File: src/rtl/ifcr_pkg.sv
// Package for the interrupt flag and control register slice
package ifcr_pkg;
    // Register byte offsets on APB
    localparam logic [11:0] ADDR_TRAP_CONTROL_STATUS = 12'h000;
    localparam logic [11:0] ADDR_VECTOR_EDGE_CONTROL = 12'h004;
    localparam logic [11:0] ADDR_REQUEST_FLAGS_FIRST = 12'h008;
    localparam logic [11:0] ADDR_REQUEST_FLAGS_SECOND = 12'h00c;
    localparam logic [11:0] ADDR_REQUEST_FLAGS_THIRD = 12'h010;
    // Trap status positions
    localparam int BIT_ADDRESS_FAULT = 3;
    localparam int BIT_STACK_FAULT = 2;
    localparam int BIT_CLOCK_LOSS = 1;
    // Vector and edge control positions
    localparam int BIT_ALT_TABLE = 15;
    localparam int BIT_DELAY_DISABLE = 14;
    localparam int BIT_EXT2_EDGE = 2;
    localparam int BIT_EXT1_EDGE = 1;
    localparam int BIT_EXT0_EDGE = 0;
    // Implemented bits per register
    localparam logic [15:0] MASK_TRAP = 16'h000e;
    localparam logic [15:0] MASK_EDGE_WRITE = 16'h8007;
    localparam logic [15:0] MASK_FIRST = 16'h3fef;
    localparam logic [15:0] MASK_SECOND_LARGE = 16'h381f;
    localparam logic [15:0] MASK_SECOND_SMALL = 16'h201f;
    localparam logic [15:0] MASK_THIRD = 16'h0020;
    localparam logic [15:0] RESET_REG = 16'h0000;
    // External interrupt positions in the flag registers
    localparam int BIT_EXT0_REQ = 0;
    localparam int BIT_EXT1_REQ = 4;
    localparam int BIT_EXT2_REQ = 13;
    localparam int NUM_EXT = 3;

    // Peripheral request pulses, one cycle each
    typedef struct packed {
        logic adcDone;
        logic serialTx;
        logic serialRx;
        logic spiEvent;
        logic spiFault;
        logic timerThree;
        logic timerTwo;
        logic compareTwo;
        logic captureTwo;
        logic timerOne;
        logic compareOne;
        logic captureOne;
        logic timerFive;
        logic timerFour;
        logic changeNotice;
        logic comparator;
        logic i2cMaster;
        logic i2cSlave;
        logic captureThree;
    } ifcr_events_type;

    // Trap event pulses and core status level
    typedef struct packed {
        logic addressFault;
        logic stackFault;
        logic clockLoss;
        logic delayDisable;
    } ifcr_core_type;
endpackage : ifcr_pkg

File: src/rtl/ifcr_regs.sv
// Interrupt flag and control registers behind an APB slave
`timescale 1ns/1ps
`default_nettype none
module ifcr_regs
    import ifcr_pkg::*;
#(
    parameter bit LARGE_MEMORY = 1'b1
) (
    input wire logic clk_sys,
    input wire logic reset_n,
    input wire logic psel,
    input wire logic penable,
    input wire logic pwrite,
    input wire logic [11:0] paddr,
    input wire logic [31:0] pwdata,
    output logic [31:0] prdata,
    output logic pready,
    output logic pslverr,
    input wire logic [2:0] extPin,
    input wire ifcr_events_type events,
    input wire ifcr_core_type core,
    output logic [15:0] trapStatus,
    output logic [15:0] flagsFirst,
    output logic [15:0] flagsSecond,
    output logic [15:0] flagsThird,
    output logic alternateTableSelect,
    output logic [2:0] extEdgePolarity
);
    localparam logic [15:0] MASK_SECOND = LARGE_MEMORY ? MASK_SECOND_LARGE : MASK_SECOND_SMALL;

    logic [15:0] trap_ff;
    logic [15:0] edge_ff;
    logic [15:0] first_ff;
    logic [15:0] second_ff;
    logic [15:0] third_ff;
    logic delay_ff;
    logic [2:0] pinMeta_ff;
    logic [2:0] pinSync_ff;
    logic [2:0] pinPrev_ff;
    logic [31:0] nxt_prdata;
    logic [31:0] prdata_ff;
    logic [2:0] extHit;
    logic [15:0] setFirst;
    logic [15:0] setSecond;
    logic [15:0] setThird;
    logic [15:0] setTrap;
    logic wrEn;
    logic [15:0] wData;

    function automatic logic hitAddr(input logic [11:0] a, input logic [11:0] ref_a);
        hitAddr = (a == ref_a);
    endfunction : hitAddr

    // Software value merged with hardware sets, set dominates
    function automatic logic [15:0] mergeWrite(input logic [15:0] cur, input logic [15:0] wd,
            input logic [15:0] setv, input logic [15:0] mask, input logic we);
        logic [15:0] base;
        base = we ? wd : cur;
        mergeWrite = (base | setv) & mask;
    endfunction : mergeWrite

    assign wrEn = psel && penable && pwrite;
    assign wData = pwdata[15:0];
    assign pready = 1'b1;
    assign pslverr = 1'b0;

    // Two-flop pin synchroniser, then edge history
    always_ff @(posedge clk_sys) begin
        if (!reset_n) begin
            pinMeta_ff <= 3'h0;
            pinSync_ff <= 3'h0;
            pinPrev_ff <= 3'h0;
        end else begin
            pinMeta_ff <= extPin;
            pinSync_ff <= pinMeta_ff;
            pinPrev_ff <= pinSync_ff;
        end
    end

    // Edge detect with polarity select
    genvar gi;
    generate
        for (gi = 0; gi < NUM_EXT; gi++) begin : gEdge
            always_comb begin
                if (edge_ff[gi]) begin
                    extHit[gi] = pinPrev_ff[gi] && !pinSync_ff[gi];
                end else begin
                    extHit[gi] = !pinPrev_ff[gi] && pinSync_ff[gi];
                end
            end
        end
    endgenerate

    // Event to bit placement in vector order
    always_comb begin
        setFirst = RESET_REG;
        setFirst[13] = events.adcDone;
        setFirst[12] = events.serialTx;
        setFirst[11] = events.serialRx;
        setFirst[10] = events.spiEvent;
        setFirst[9] = events.spiFault;
        setFirst[8] = events.timerThree;
        setFirst[7] = events.timerTwo;
        setFirst[6] = events.compareTwo;
        setFirst[5] = events.captureTwo;
        setFirst[3] = events.timerOne;
        setFirst[2] = events.compareOne;
        setFirst[1] = events.captureOne;
        setFirst[BIT_EXT0_REQ] = extHit[0];
        setSecond = RESET_REG;
        setSecond[BIT_EXT2_REQ] = extHit[2];
        setSecond[12] = events.timerFive;
        setSecond[11] = events.timerFour;
        setSecond[BIT_EXT1_REQ] = extHit[1];
        setSecond[3] = events.changeNotice;
        setSecond[2] = events.comparator;
        setSecond[1] = events.i2cMaster;
        setSecond[0] = events.i2cSlave;
        setThird = RESET_REG;
        setThird[5] = events.captureThree;
        setTrap = RESET_REG;
        setTrap[BIT_ADDRESS_FAULT] = core.addressFault;
        setTrap[BIT_STACK_FAULT] = core.stackFault;
        setTrap[BIT_CLOCK_LOSS] = core.clockLoss;
    end

    // Sticky request flags
    always_ff @(posedge clk_sys) begin
        if (!reset_n) begin
            first_ff <= RESET_REG;
            second_ff <= RESET_REG;
            third_ff <= RESET_REG;
        end else begin
            first_ff <= mergeWrite(first_ff, wData, setFirst, MASK_FIRST,
                wrEn && hitAddr(paddr, ADDR_REQUEST_FLAGS_FIRST));
            second_ff <= mergeWrite(second_ff, wData, setSecond, MASK_SECOND,
                wrEn && hitAddr(paddr, ADDR_REQUEST_FLAGS_SECOND));
            third_ff <= mergeWrite(third_ff, wData, setThird, MASK_THIRD,
                wrEn && hitAddr(paddr, ADDR_REQUEST_FLAGS_THIRD));
        end
    end

    // Trap status flags
    always_ff @(posedge clk_sys) begin
        if (!reset_n) begin
            trap_ff <= RESET_REG;
        end else begin
            trap_ff <= mergeWrite(trap_ff, wData, setTrap, MASK_TRAP,
                wrEn && hitAddr(paddr, ADDR_TRAP_CONTROL_STATUS));
        end
    end

    // Vector table and edge polarity control
    always_ff @(posedge clk_sys) begin
        if (!reset_n) begin
            edge_ff <= RESET_REG;
        end else if (wrEn && hitAddr(paddr, ADDR_VECTOR_EDGE_CONTROL)) begin
            edge_ff <= wData & MASK_EDGE_WRITE;
        end
    end

    // Delay-disable status follows the core
    always_ff @(posedge clk_sys) begin
        if (!reset_n) begin
            delay_ff <= 1'b0;
        end else begin
            delay_ff <= core.delayDisable;
        end
    end

    // Read mux
    always_comb begin
        nxt_prdata = 32'h0000_0000;
        case (paddr)
            ADDR_TRAP_CONTROL_STATUS: nxt_prdata[15:0] = trap_ff;
            ADDR_VECTOR_EDGE_CONTROL: begin
                nxt_prdata[15:0] = edge_ff;
                nxt_prdata[BIT_DELAY_DISABLE] = delay_ff;
            end
            ADDR_REQUEST_FLAGS_FIRST: nxt_prdata[15:0] = first_ff;
            ADDR_REQUEST_FLAGS_SECOND: nxt_prdata[15:0] = second_ff;
            ADDR_REQUEST_FLAGS_THIRD: nxt_prdata[15:0] = third_ff;
            default: nxt_prdata = 32'h0000_0000;
        endcase
    end

    // Read data registered at setup so it is valid in access phase
    always_ff @(posedge clk_sys) begin
        if (!reset_n) begin
            prdata_ff <= 32'h0000_0000;
        end else if (psel && !penable) begin
            prdata_ff <= nxt_prdata;
        end
    end

    assign prdata = prdata_ff;
    assign trapStatus = trap_ff;
    assign flagsFirst = first_ff;
    assign flagsSecond = second_ff;
    assign flagsThird = third_ff;
    assign alternateTableSelect = edge_ff[BIT_ALT_TABLE];
    assign extEdgePolarity = edge_ff[BIT_EXT2_EDGE:BIT_EXT0_EDGE];

    // No flag falls without a write to its register
    generate
        for (gi = 0; gi < 16; gi++) begin : gSticky

        end
    endgenerate
endmodule : ifcr_regs
`default_nettype wire

File: config.mk
export PLATFORM = sky130hd
export DESIGN_NAME = ifcr_regs
export DESIGN_NICKNAME = d
export VERILOG_FILES = /design/src/rtl/ifcr_pkg.sv /design/src/rtl/ifcr_regs.sv
export SDC_FILE = /design/constraint.sdc
export NUM_CORES = 1
export LEC_CHECK = 0
export ABC_AREA = 1
export BUFFER_PORTS_ARGS = -buffer_cell sky130_fd_sc_hd__buf_2
export CORE_ASPECT_RATIO = 0.9
export CORE_UTILIZATION = 41
export CTS_CLUSTER_SIZE = 25
export DETAILED_ROUTE_END_ITERATION = 8
export GPL_ROUTABILITY_DRIVEN = 0
export GPL_TIMING_DRIVEN = 0
export PLACE_DENSITY = 0.73
export SLEW_MARGIN = 20
export SYNTH_ARGS = -nofsm -noshare
export SYNTH_HDL_FRONTEND = slang
export SYNTH_SLANG_ARGS = --single-unit
export TNS_END_PERCENT = 5
File: constraint.sdc
create_clock -name clk_sys -period 2.4 [get_ports clk_sys]
set_input_delay 0.24 -clock clk_sys [delete_from_list [all_inputs] [get_ports clk_sys]]
set_output_delay 0.24 -clock clk_sys [all_outputs]
set_load 0.01 [all_outputs]
# ---- Word-level counts from Yosys, hierarchy flattened
# Index checks and enable logic that the tools add are counted.
dict set report totals {
  out_inout_bits 102
  word_cells 48
  register_bits 55
}
dict set report classes {
  mux 8
  bitwise 4
  n_reduce_logical 22
  eq_ne 4
}
# operator n
set ops {}
lappend ops {{16-bit one-hot mux with 5 select lines} 1}
lappend ops {{14-bit 2-to-1 mux} 2}
lappend ops {{14-bit OR} 2}
lappend ops {{12-bit by 4-bit equality test with 1-bit output, second input constant} 2}
lappend ops {{1-bit logical AND} 14}
lappend ops {{12-bit by 3-bit equality test with 1-bit output, second input constant} 1}
lappend ops {{12-bit by 5-bit equality test with 1-bit output, second input constant} 1}
lappend ops {{12-bit logical NOT} 1}
lappend ops {{1-bit logical NOT} 7}
lappend ops {{6-bit 2-to-1 mux} 1}
lappend ops {{6-bit OR} 1}
lappend ops {{4-bit 2-to-1 mux} 1}
lappend ops {{4-bit OR} 1}
lappend ops {{1-bit 2-to-1 mux} 3}

# ---- Depth between registers and ports, before layout
# Gate-level depths: netlist of run 1.
dict set report depth {
  ltp_word 5
  mapped_depth 11
  mapped_depth_nobuf 10
}

# ---- Worst setup path before layout of run 1
# Ideal clock, no wire load.
dict set report synth_timing {
  path_kind {input -> register}
  from {input paddr[7]}
  to {register second_ff[11], in the netlist flagsSecond[11]}
  required_ps 2290
  path_stages 10
  path_slack_ps 1114
  setup_time_ps 110
  t_arrival_ps 1176
  cell_sequence {nor2_1 nand2_1 nor2_4 buf_6 nand3_4 buf_6 a21oi_2 o21ai_1 nand2_1 inv_1}
}
dict set report synth_via {
  elab_chain_len 4
}
# item line
set synth_lines {}
lappend synth_lines {{start: declaration} ifcr_regs.sv:14} ;# input wire logic [11:0] paddr,
lappend synth_lines {{12-bit by 4-bit equality test with 1-bit output} ifcr_regs.sv:51} ;# hitAddr = (a == ref_a);
lappend synth_lines {{1-bit logical AND} ifcr_regs.sv:137} ;# wrEn && hitAddr(paddr, ADDR_REQUEST_FLAGS_SECOND));
lappend synth_lines {{14-bit 2-to-1 mux} ifcr_regs.sv:58} ;# base = we ? wd : cur;
lappend synth_lines {{14-bit OR} ifcr_regs.sv:59} ;# mergeWrite = (base | setv) & mask;
lappend synth_lines {{end signal: assignment} ifcr_regs.sv:136} ;# second_ff <= mergeWrite(second_ff, wData, setSecond, MASK_SECOND,
lappend synth_lines {{end: declaration} ifcr_regs.sv:34} ;# logic [15:0] second_ff;
# No other way between the ends.
# A chain may end at the register's enable or synchronous reset.

# ---- Final worst setup path of run 1
dict set report layout_timing {
  from {input paddr[1]}
  to {register edge_ff[1]}
}
dict set report layout_via {
  elab_chain_len 2
}
# item line
set layout_lines {}
lappend layout_lines {{12-bit by 3-bit equality test with 1-bit output} ifcr_regs.sv:51}
lappend layout_lines {{1-bit logical AND} ifcr_regs.sv:157} ;# end else if (wrEn && hitAddr(paddr, ADDR_VECTOR_EDGE_CONTROL)) begin
lappend layout_lines {{end signal: assignment} ifcr_regs.sv:158} ;# edge_ff <= wData & MASK_EDGE_WRITE;
lappend layout_lines {{end: declaration} ifcr_regs.sv:32} ;# logic [15:0] edge_ff;
# No other way between the ends.

==> impl_metrics.tcl, run 1 <==
set metrics [dict create \
    drt_iter0_drc 100 \
    viasPerCell 4.34 \
    grt_pass1_wl_mm 12.0 \
    relSlewSlack_pct 63.0 \
    synthFlopType "dfxtp_1" \
    firstDrtPassIters 5 \
    multi_input_area_um2 1350 \
    synth_area_leaders "dfxtp_1 37%, buf_4 15%, nand2_1 11%" \
    worst_ir_drop_vdd_v 0.000282 \
    worstSetupEndpointType "flop" \
    ys_warn_count 0 \
    async_flop_share_pct 0 \
    core_um2 7040 \
    reg2reg_from "edge_ff[2]" \
    synth_edf_count 0 \
    track_usage_pct 19.6 \
    clk_pin_slew_worst_paths_ps 100 \
    crit_start "paddr[1]" \
    grt_pass1_vias 2593 \
    critical_path_arrival_ps 1620 \
    fin_skew_ps 6.25 \
    grt_overflow 0 \
    r2r_end "flagsSecond[13]" \
    power_per_cell_area_nw_per_um2 508 \
    synth.top_cell.area_share_pct 36.9 \
    design.final.nets 651 \
    synth_seq_cells 55 \
    status "completed" \
    antenna-diode-count 0 \
    h-tree-depth 2 \
    layout-drive-gt1-share_pct 35.2 \
    hpwl_mm 6.00 \
    worstPathRequired_ps 2590 \
    ff_latch_area_um2 1100 \
    row_count 29 \
    post_cts_resized 0 \
    drc 0 \
    ctsHoldBuffers 0 \
    endpoint "edge_ff[1]" \
    cts_sinks 55 \
    cts_root_buf "clkbuf_8" \
    routed_wl_mm 7.52 \
    hp-class "input pin to flop" \
    critPathKind "input pin to flop" \
    tns_ps 0 \
    r2r_slack_ps 1430 \
    worstSetupStartpointType "input pin" \
    syn2layout_area_growth_pct 32.3 \
    slew_viol_final 0 \
    synth_cells 412 \
    fin_crit_sh_pct 59.7 \
    cts_buffers 5 \
    synth_top_area_cell "dfxtp_1" \
    seq_area_frac_synth_pct 36.9 \
    wire_per_inst_um 11.2 \
    fp.dieArea_um2 7630 \
    synth_area_per_cell_um2 7.25 \
    setup_viol 0 \
    die_h_um 83.0 \
    rr_worst_depth 8 \
    nFillCells 702 \
    synthTopCellsByCount "91 x nand2_1, 58 x buf_4, 55 x dfxtp_1, 55 x inv_1, 40 x nand3_1" \
    worst_pin_slew_ps 555 \
    insertion_delay_ps 300 \
    dieWidth_um 92.0 \
    initial_core_util_pct 42.4 \
    cp_max_fo 8 \
    min_period_ps 1430 \
    holdWs_ps 112 \
    clock.fmax_mhz 698 \
    syn_area_um2 2990 \
    postCtsSetupBuffers 0 \
    antenna_left 0 \
    cts_tree "done" \
    vias 2906 \
    power_leakage_nw 2.23 \
    cts_buffer_depth 2 \
    io_pins 177 \
    cap_viol_max_count 0 \
    grt_max_degree 17 \
    yosys.cell_count.top_type "nand2_1" \
    final_hold_viol_count 0 \
    port_buffers 102 \
    rsz0062_at_grt "no" \
    grt_antenna_before_repair 0 \
    synth.distinct_cells 27 \
]
==> state kept, by name (all words and copies together), names as in the netlist <==
signal / cells
prdata: 16
flagsFirst: 13
flagsSecond: 8
edge_ff: 4
pinMeta_ff: 3
pinPrev_ff: 3
pinSync_ff: 3
trapStatus: 3
delay_ff: 1
flagsThird: 1
==> metal layers <==
layer	GRT usage, %	share of wire [%]	vias to the layer above
li1	-	-	1499
met2	34.1	49	106
met1	25.3	43	1293
met3	3.48	6.9	8
met5	0	0	-
met4	4.55	1.1	0
==> cell families after synthesis <==
| group | Yosys count | synth area share (%) |
|---|---|---|
| AO/OA/AOI/OAI | 64 | 12.6 |
| other | 2 | 0.251 |
| flip-flops | 55 | 36.9 |
| AND/OR/NAND/NOR | 162 | 25.3 |
| buffers and inverters | 129 | 25.0 |
==> per-stage QoR <==
stage | utilization, % | area [µm²] | instances | worst slack [ps] | power (W)
2_1_floorplan | - | 3190 | 467 | 1110 | 0.00121
3_3_place_gp | 54.3 | 3820 | 662 | 755 | 0.00131
3_5_place_dp | 54.3 | 3820 | 662 | 723 | 0.00132
4_1_cts | 56.2 | 3950 | 670 | 1040 | 0.00202
5_1_grt | 56.2 | 3950 | 670 | 833 | 0.00209
6_report | 56.2 | 3950 | 670 | 968 | 0.00201
==> where the power goes <==
group	switching, W	total, W	internal (W)
combinational	0.000172	0.000322	0.000150
clock	0.000292	0.000709	0.000417
sequential	0.0000300	0.000978	0.000948
==> worst min-delay path by stage <==
| stage | endpoint | slack [ps] | start | depth (start not counted) |
|---|---|---|---|---|
| 2_1_floorplan | delay_ff | 340 | core[0] | 2 |
| 3_3_place_gp | pinSync_ff[2] | 400 | pinMeta_ff[2] | 2 |
| 3_5_place_dp | pinSync_ff[0] | 400 | pinMeta_ff[0] | 2 |
| 4_1_cts | pinMeta_ff[2] | 100 | extPin[2] | 3 |
| 5_1_grt | pinMeta_ff[0] | 110 | extPin[0] | 3 |
| 6_report | pinMeta_ff[2] | 110 | extPin[2] | 3 |
==> final cells by class <==
| cell class | count | share of cell area, % |
|---|---|---|
| multi-input cells | 283 | 34.1 |
| flip-flops and latches | 55 | 27.8 |
| plain buffers | 70 | 13.2 |
| repair buffers | 102 | 12.9 |
| inverters | 59 | 5.73 |
| well taps | 93 | 2.94 |
| clock buffers | 6 | 1.84 |
| clock inverters | 2 | 1.52 |
==> worst max-delay path, stage by stage <==
cell and delay [ps]:
buf_2 110, nor2_4 160, nand2_2 110, nor2_1 310
nand3_1 340, o21ai_0 290, a21oi_1 60
==> placed cells by master (no fill, tap or decap), drive strengths merged <==
cell type    n
dfxtp       55
buf        167
clkbuf      11
nor3         1
nand3       43
clkinv       2
bufinv       2
nor2        17
nand4        5
o21ai       23
a21oi       41
conb        57
inv         57
and2         1
nand2       95
No activity file was read; power rests on OpenSTA's default activity.
==> run 2: changes to the inputs <==
--- a/config.mk
+++ b/config.mk
@@ -8,12 +8,12 @@
 export ABC_AREA = 1
 export BUFFER_PORTS_ARGS = -buffer_cell sky130_fd_sc_hd__buf_2
 export CORE_ASPECT_RATIO = 0.9
-export CORE_UTILIZATION = 41
+export CORE_UTILIZATION = 40
 export CTS_CLUSTER_SIZE = 25
 export DETAILED_ROUTE_END_ITERATION = 8
 export GPL_ROUTABILITY_DRIVEN = 0
 export GPL_TIMING_DRIVEN = 0
-export PLACE_DENSITY = 0.73
+export PLACE_DENSITY = 0.75
 export SLEW_MARGIN = 20
 export SYNTH_ARGS = -nofsm -noshare
 export SYNTH_HDL_FRONTEND = slang
==> constraint.sdc (replaced) <==
create_clock -name clk_sys -period 1.3 [get_ports clk_sys]
set_input_delay 0.13 -clock clk_sys [delete_from_list [all_inputs] [get_ports clk_sys]]
set_output_delay 0.13 -clock clk_sys [all_outputs]
set_load 0.01 [all_outputs]
==> impl_metrics.tcl, run 2 (same netlist as run 1, synthesis figures left out) <==
set metrics [dict create \
    status "completed" \
    relSlewSlack_pct 64.3 \
    worst_ir_drop_vdd_v 0.000450 \
    path_cells "buf_2, nand3_1, clkinvlp_4, clkbuf_1, nand3_1, nand2_1, nand2_1, inv_1" \
    power_per_cell_area_nw_per_um2 858 \
    insertion_delay_ps 320 \
    cts_buffer_depth 2 \
    postCtsSetupBuffers 0 \
    worstPathRequired_ps 1560 \
    h-tree-depth 2 \
    grt_max_degree 19 \
    dp_slack_ps -244 \
    rsz0062_at_grt "yes" \
    finalNonFillerCells 673 \
    clk_pin_slew_worst_paths_ps 100 \
    final_common_cell "buf_2" \
    fin_crit_sh_pct 90.4 \
    slowest_delay_ps 460 \
    track_usage_pct 20.3 \
    final_hold_viol_count 0 \
    cp_max_fo 10 \
    design_area_um2 3950 \
    finalWorstSetupSlack_ps 124 \
    min_period_ps 1180 \
    clock.fmax_mhz 851 \
    nFillCells 729 \
    cts_sinks 55 \
    fp.dieArea_um2 7820 \
    hold_path_depth 3 \
    cts_root_buf "clkbuf_8" \
    initial_core_util_pct 41.8 \
    wire_per_inst_um 11.6 \
    hold_start "core[0]" \
    tns_ps 0 \
    worstSetupStartpointType "input pin" \
    critical_path_arrival_ps 1440 \
    design.final.nets 654 \
    viasPerCell 4.29 \
    setup_viol 0 \
    grt_pass1_vias 2638 \
    final_cell_mix "104 x buf_2, 91 x nand2_1, 58 x buf_4" \
    hp-class "input pin to flop" \
    slowest_stage "clkbuf_1" \
    worst_pin_slew_ps 535 \
    layout-drive-gt1-share_pct 35.5 \
    dp_cells 662 \
    firstDrtPassIters 4 \
    min_to "delay_ff" \
    cts_tree "done" \
    r2r_slack_ps 310 \
    rr_worst_depth 8 \
    antenna-diode-count 0 \
    row_count 29 \
    slew_viol_final 0 \
    dieWidth_um 93.1 \
    antenna_left 0 \
    drt_iter0_drc 152 \
    multi_input_area_um2 1350 \
    routed_wl_mm 7.79 \
    critPathKind "input pin to flop" \
    vias 2887 \
    r2r_end "flagsSecond[4]" \
    hpwl_mm 6.15 \
    port_buffers 102 \
    largest_reg_flops 16 \
    grt_overflow 0 \
    io_pins 177 \
    cap_viol_max_count 0 \
    syn2layout_area_growth_pct 32.3 \
    die_h_um 84.0 \
    grt_pass1_wl_mm 12.5 \
    worstSetupEndpointType "flop" \
    reg2reg_from "edge_ff[1]" \
    grt_antenna_before_repair 0 \
    ff_latch_area_um2 1100 \
    cts_buffers 5 \
    placed_area_um2 3820 \
    power_leakage_nw 2.22 \
    drc 0 \
    core_um2 7150 \
    fin_skew_ps 12.0 \
]
[run 2: area by class of cell]
type,count,share of cell area [%]
plain buffers,70,13.2
multi-input cells,283,34.2
flip-flops and latches,55,27.8
repair buffers,105,13.7
well taps,93,2.94
inverters,59,5.82
clock inverters,3,0.633
clock buffers,5,1.74
[run 2: where the power goes]
group | leakage [nW] | internal [W] | total, W | switching [W]
sequential | 0.453 | 0.00175 | 0.00180 | 0.0000536
combinational | 1.73 | 0.000283 | 0.000608 | 0.000325
clock | 0.0443 | 0.000387 | 0.000980 | 0.000593
[run 2: how the worst max path moves through the flow]
| stage | endpoint | cells past startpoint | slack [ps] | startpoint |
|---|---|---|---|---|
| global placement | edge_ff[15] | 7 | -230 | paddr[1] |
| finish | flagsFirst[3] | 8 | 120 | penable |
| detailed placement | flagsFirst[3] | 8 | -240 | psel |
| CTS | flagsFirst[3] | 8 | 90 | psel |
| global route | trapStatus[1] | 10 | -30 | paddr[7] |
| floorplan | flagsSecond[11] | 10 | 120 | paddr[7] |
[run 2: repair_timing]
item / CTS / global route
endpoints found under the setup margin: 0 / 5
resized for setup: 0 / 2
hold endpoints to repair: 3 / 0
hold buffers: 3 / 0
[run 2: layer usage]
metal  global-route usage [%]  share of wire, %  vias to the layer above
met3                     4.37               8.2                       13
met2                     34.9                48                      115
met4                     6.99               1.8                        0
met1                     24.8                42                     1251
met5                        0                 0                        -
li1                         -                 -                     1508
[run 2: metrics by stage]
stage	utilization, %	total power [W]	hold slack, ps
CTS	55.2	0.00341	17.3
detailed placement	53.5	0.00244	317
finish	55.3	0.00339	23.7
global placement	53.5	0.00242	309
global route	55.3	0.00355	24.7
floorplan	-	0.00223	228
[run 2: critical path, delay by kind of cell]
kind                   cells  cell delay [ps]
buffers and inverters      4              870
AND/OR/NAND/NOR            4              440
==> run 3: changes to the inputs <==
--- a/config.mk
+++ b/config.mk
@@ -8,12 +8,12 @@
 export ABC_AREA = 1
 export BUFFER_PORTS_ARGS = -buffer_cell sky130_fd_sc_hd__buf_2
 export CORE_ASPECT_RATIO = 0.9
-export CORE_UTILIZATION = 40
+export CORE_UTILIZATION = 41
 export CTS_CLUSTER_SIZE = 25
 export DETAILED_ROUTE_END_ITERATION = 8
 export GPL_ROUTABILITY_DRIVEN = 0
 export GPL_TIMING_DRIVEN = 0
-export PLACE_DENSITY = 0.75
+export PLACE_DENSITY = 0.73
 export SLEW_MARGIN = 20
 export SYNTH_ARGS = -nofsm -noshare
 export SYNTH_HDL_FRONTEND = slang
==> constraint.sdc (replaced) <==
create_clock -name clk_sys -period 1.1 [get_ports clk_sys]
set_input_delay 0.11 -clock clk_sys [delete_from_list [all_inputs] [get_ports clk_sys]]
set_output_delay 0.11 -clock clk_sys [all_outputs]
set_load 0.01 [all_outputs]
==> impl_metrics.tcl, run 3 (same netlist as run 1, synthesis figures left out) <==
set metrics [dict create \
    status "finished with violations" \
    violations "hold timing" \
    row_count 29 \
    wire_per_inst_um 11.8 \
    power_per_cell_area_nw_per_um2 956 \
    drt_iter0_drc 126 \
    rsz0062_at_grt "yes" \
    finalNonFillerCells 688 \
    dp_cells 662 \
    worstPathRequired_ps 1320 \
    clk_pin_slew_worst_paths_ps 100 \
    hp-class "input pin to flop" \
    port_buffers 102 \
    critical_path_arrival_ps 1310 \
    final_hold_viol_count 1 \
    antenna_left 0 \
    grt_overflow 0 \
    slowest_stage "buf_8" \
    dp_slack_ps -497 \
    finalWorstSetupSlack_ps 4.21 \
    routed_wl_mm 8.09 \
    insertion_delay_ps 310 \
    nFillCells 658 \
    critPathKind "input pin to flop" \
    grt_max_degree 18 \
    layout-drive-gt1-share_pct 38.8 \
    power_leakage_nw 2.34 \
    drc 0 \
    design.final.nets 669 \
    cts_tree "done" \
    core_um2 7040 \
    grt_pass1_vias 2627 \
    placed_area_um2 3840 \
    cts_buffer_depth 2 \
    holdWs_ps -10.7 \
    h-tree-depth 2 \
    die_h_um 83.0 \
    largest_reg_flops 16 \
    grt_antenna_before_repair 0 \
    fin_skew_ps 2.67 \
    slowest_delay_ps 180 \
    final_cell_mix "100 x buf_2, 89 x nand2_1, 68 x buf_4" \
    cts_root_buf "clkbuf_8" \
    firstDrtPassIters 4 \
    viasPerCell 4.40 \
    dieWidth_um 92.0 \
    worstSetupEndpointType "flop" \
    syn2layout_area_growth_pct 40.7 \
    cts_sinks 55 \
    min_period_ps 1100 \
    crit_family "simple AND/OR/NAND/NOR gates" \
    initial_core_util_pct 42.4 \
    crit_start "paddr[8]" \
    grt_pass1_wl_mm 12.4 \
    io_pins 177 \
    final_common_cell "buf_2" \
    cp_max_fo 7 \
    reg2reg_from "edge_ff[1]" \
    antenna-diode-count 0 \
    critPathBufInv 4 \
    hpwl_mm 6.06 \
    worstSetupStartpointType "input pin" \
    slew_viol_final 0 \
    path_cells "buf_6, nor2_4, nand2_2, nor2_4, buf_8, nand3_4, buf_8, a21oi_2, o21ai_1, nand2_1, inv_1" \
    worst_ir_drop_vdd_v 0.000752 \
    vias 3024 \
    fin_crit_sh_pct 99.6 \
    track_usage_pct 20.3 \
    fp.dieArea_um2 7630 \
    hold_start "core[3]" \
    cts_buffers 5 \
    cap_viol_max_count 0 \
    clock.fmax_mhz 913 \
    design_area_um2 4210 \
    setup_viol 0 \
]
[run 3: changes by cell type in the layout (fill, tap and decap cells not counted), moves of 3 or more]
cell,previous run,this run
buf_2,104,100
o21ai_0,15,12
nor2_4,4,8
o21ai_1,8,11
nor2_1,11,6
buf_4,58,68
[run 3: metal layers]
metal	global-route usage (%)	up-vias	share of wire [%]
met1	25.9	1363	43
met4	5.26	0	1.3
met2	34.9	110	49
met5	0	-	0
met3	4.30	11	7.1
li1	-	1540	-
[run 3: metrics by stage]
| stage | util [%] | power [W] | TNS, ps |
|---|---|---|---|
| finish | 59.7 | 0.00402 | 0 |
| global route | 59.7 | 0.00421 | -409 |
| CTS | 56.5 | 0.00399 | -120 |
| detailed placement | 54.5 | 0.00289 | -13720 |
| global placement | 54.5 | 0.00287 | -13340 |
| floorplan | - | 0.00264 | -322 |
[run 3: repair_timing]
item | 4_1_cts | 5_1_grt
resized for setup | 3 | 25
endpoints found under the hold margin | 4 | 0
pin swaps | 0 | 13
gates cloned | 0 | 3
hold buffers | 4 | 0
setup buffers | 0 | 11
setup endpoints to repair | 15 | 38
[run 3: final cells by class]
type | count | area [µm²] | area share [%]
multi-input combinational | 284 | 1420 | 33.8
buffer | 70 | 538 | 12.8
tap | 93 | 116 | 2.77
clock inverter | 3 | 20.0 | 0.476
clock buffer | 5 | 68.8 | 1.64
timing repair buffer | 119 | 712 | 16.9
sequential | 55 | 1100 | 26.2
inverter | 59 | 228 | 5.42
[run 3: worst paths after layout]
check | slack, ps | end | cells past startpoint
hold reg to reg | 420 | pinSync_ff[0] | 2
hold / removal | -10 | trapStatus[3] | 3
setup / recovery | 4 | flagsSecond[11] | 11
setup reg to reg | 120 | flagsSecond[4] | 8
[run 3: worst min-delay path, stage by stage]
cell and delay, ps:
buf_2 70, o21ai_1 60, inv_1 40
[run 3: report_power, final]
part,switching (W),internal (W),leakage [nW]
combinational,0.000400,0.000362,1.84
sequential,0.0000656,0.00207,0.453
clock,0.000679,0.000445,0.0402
total,0.00115,0.00288,2.34
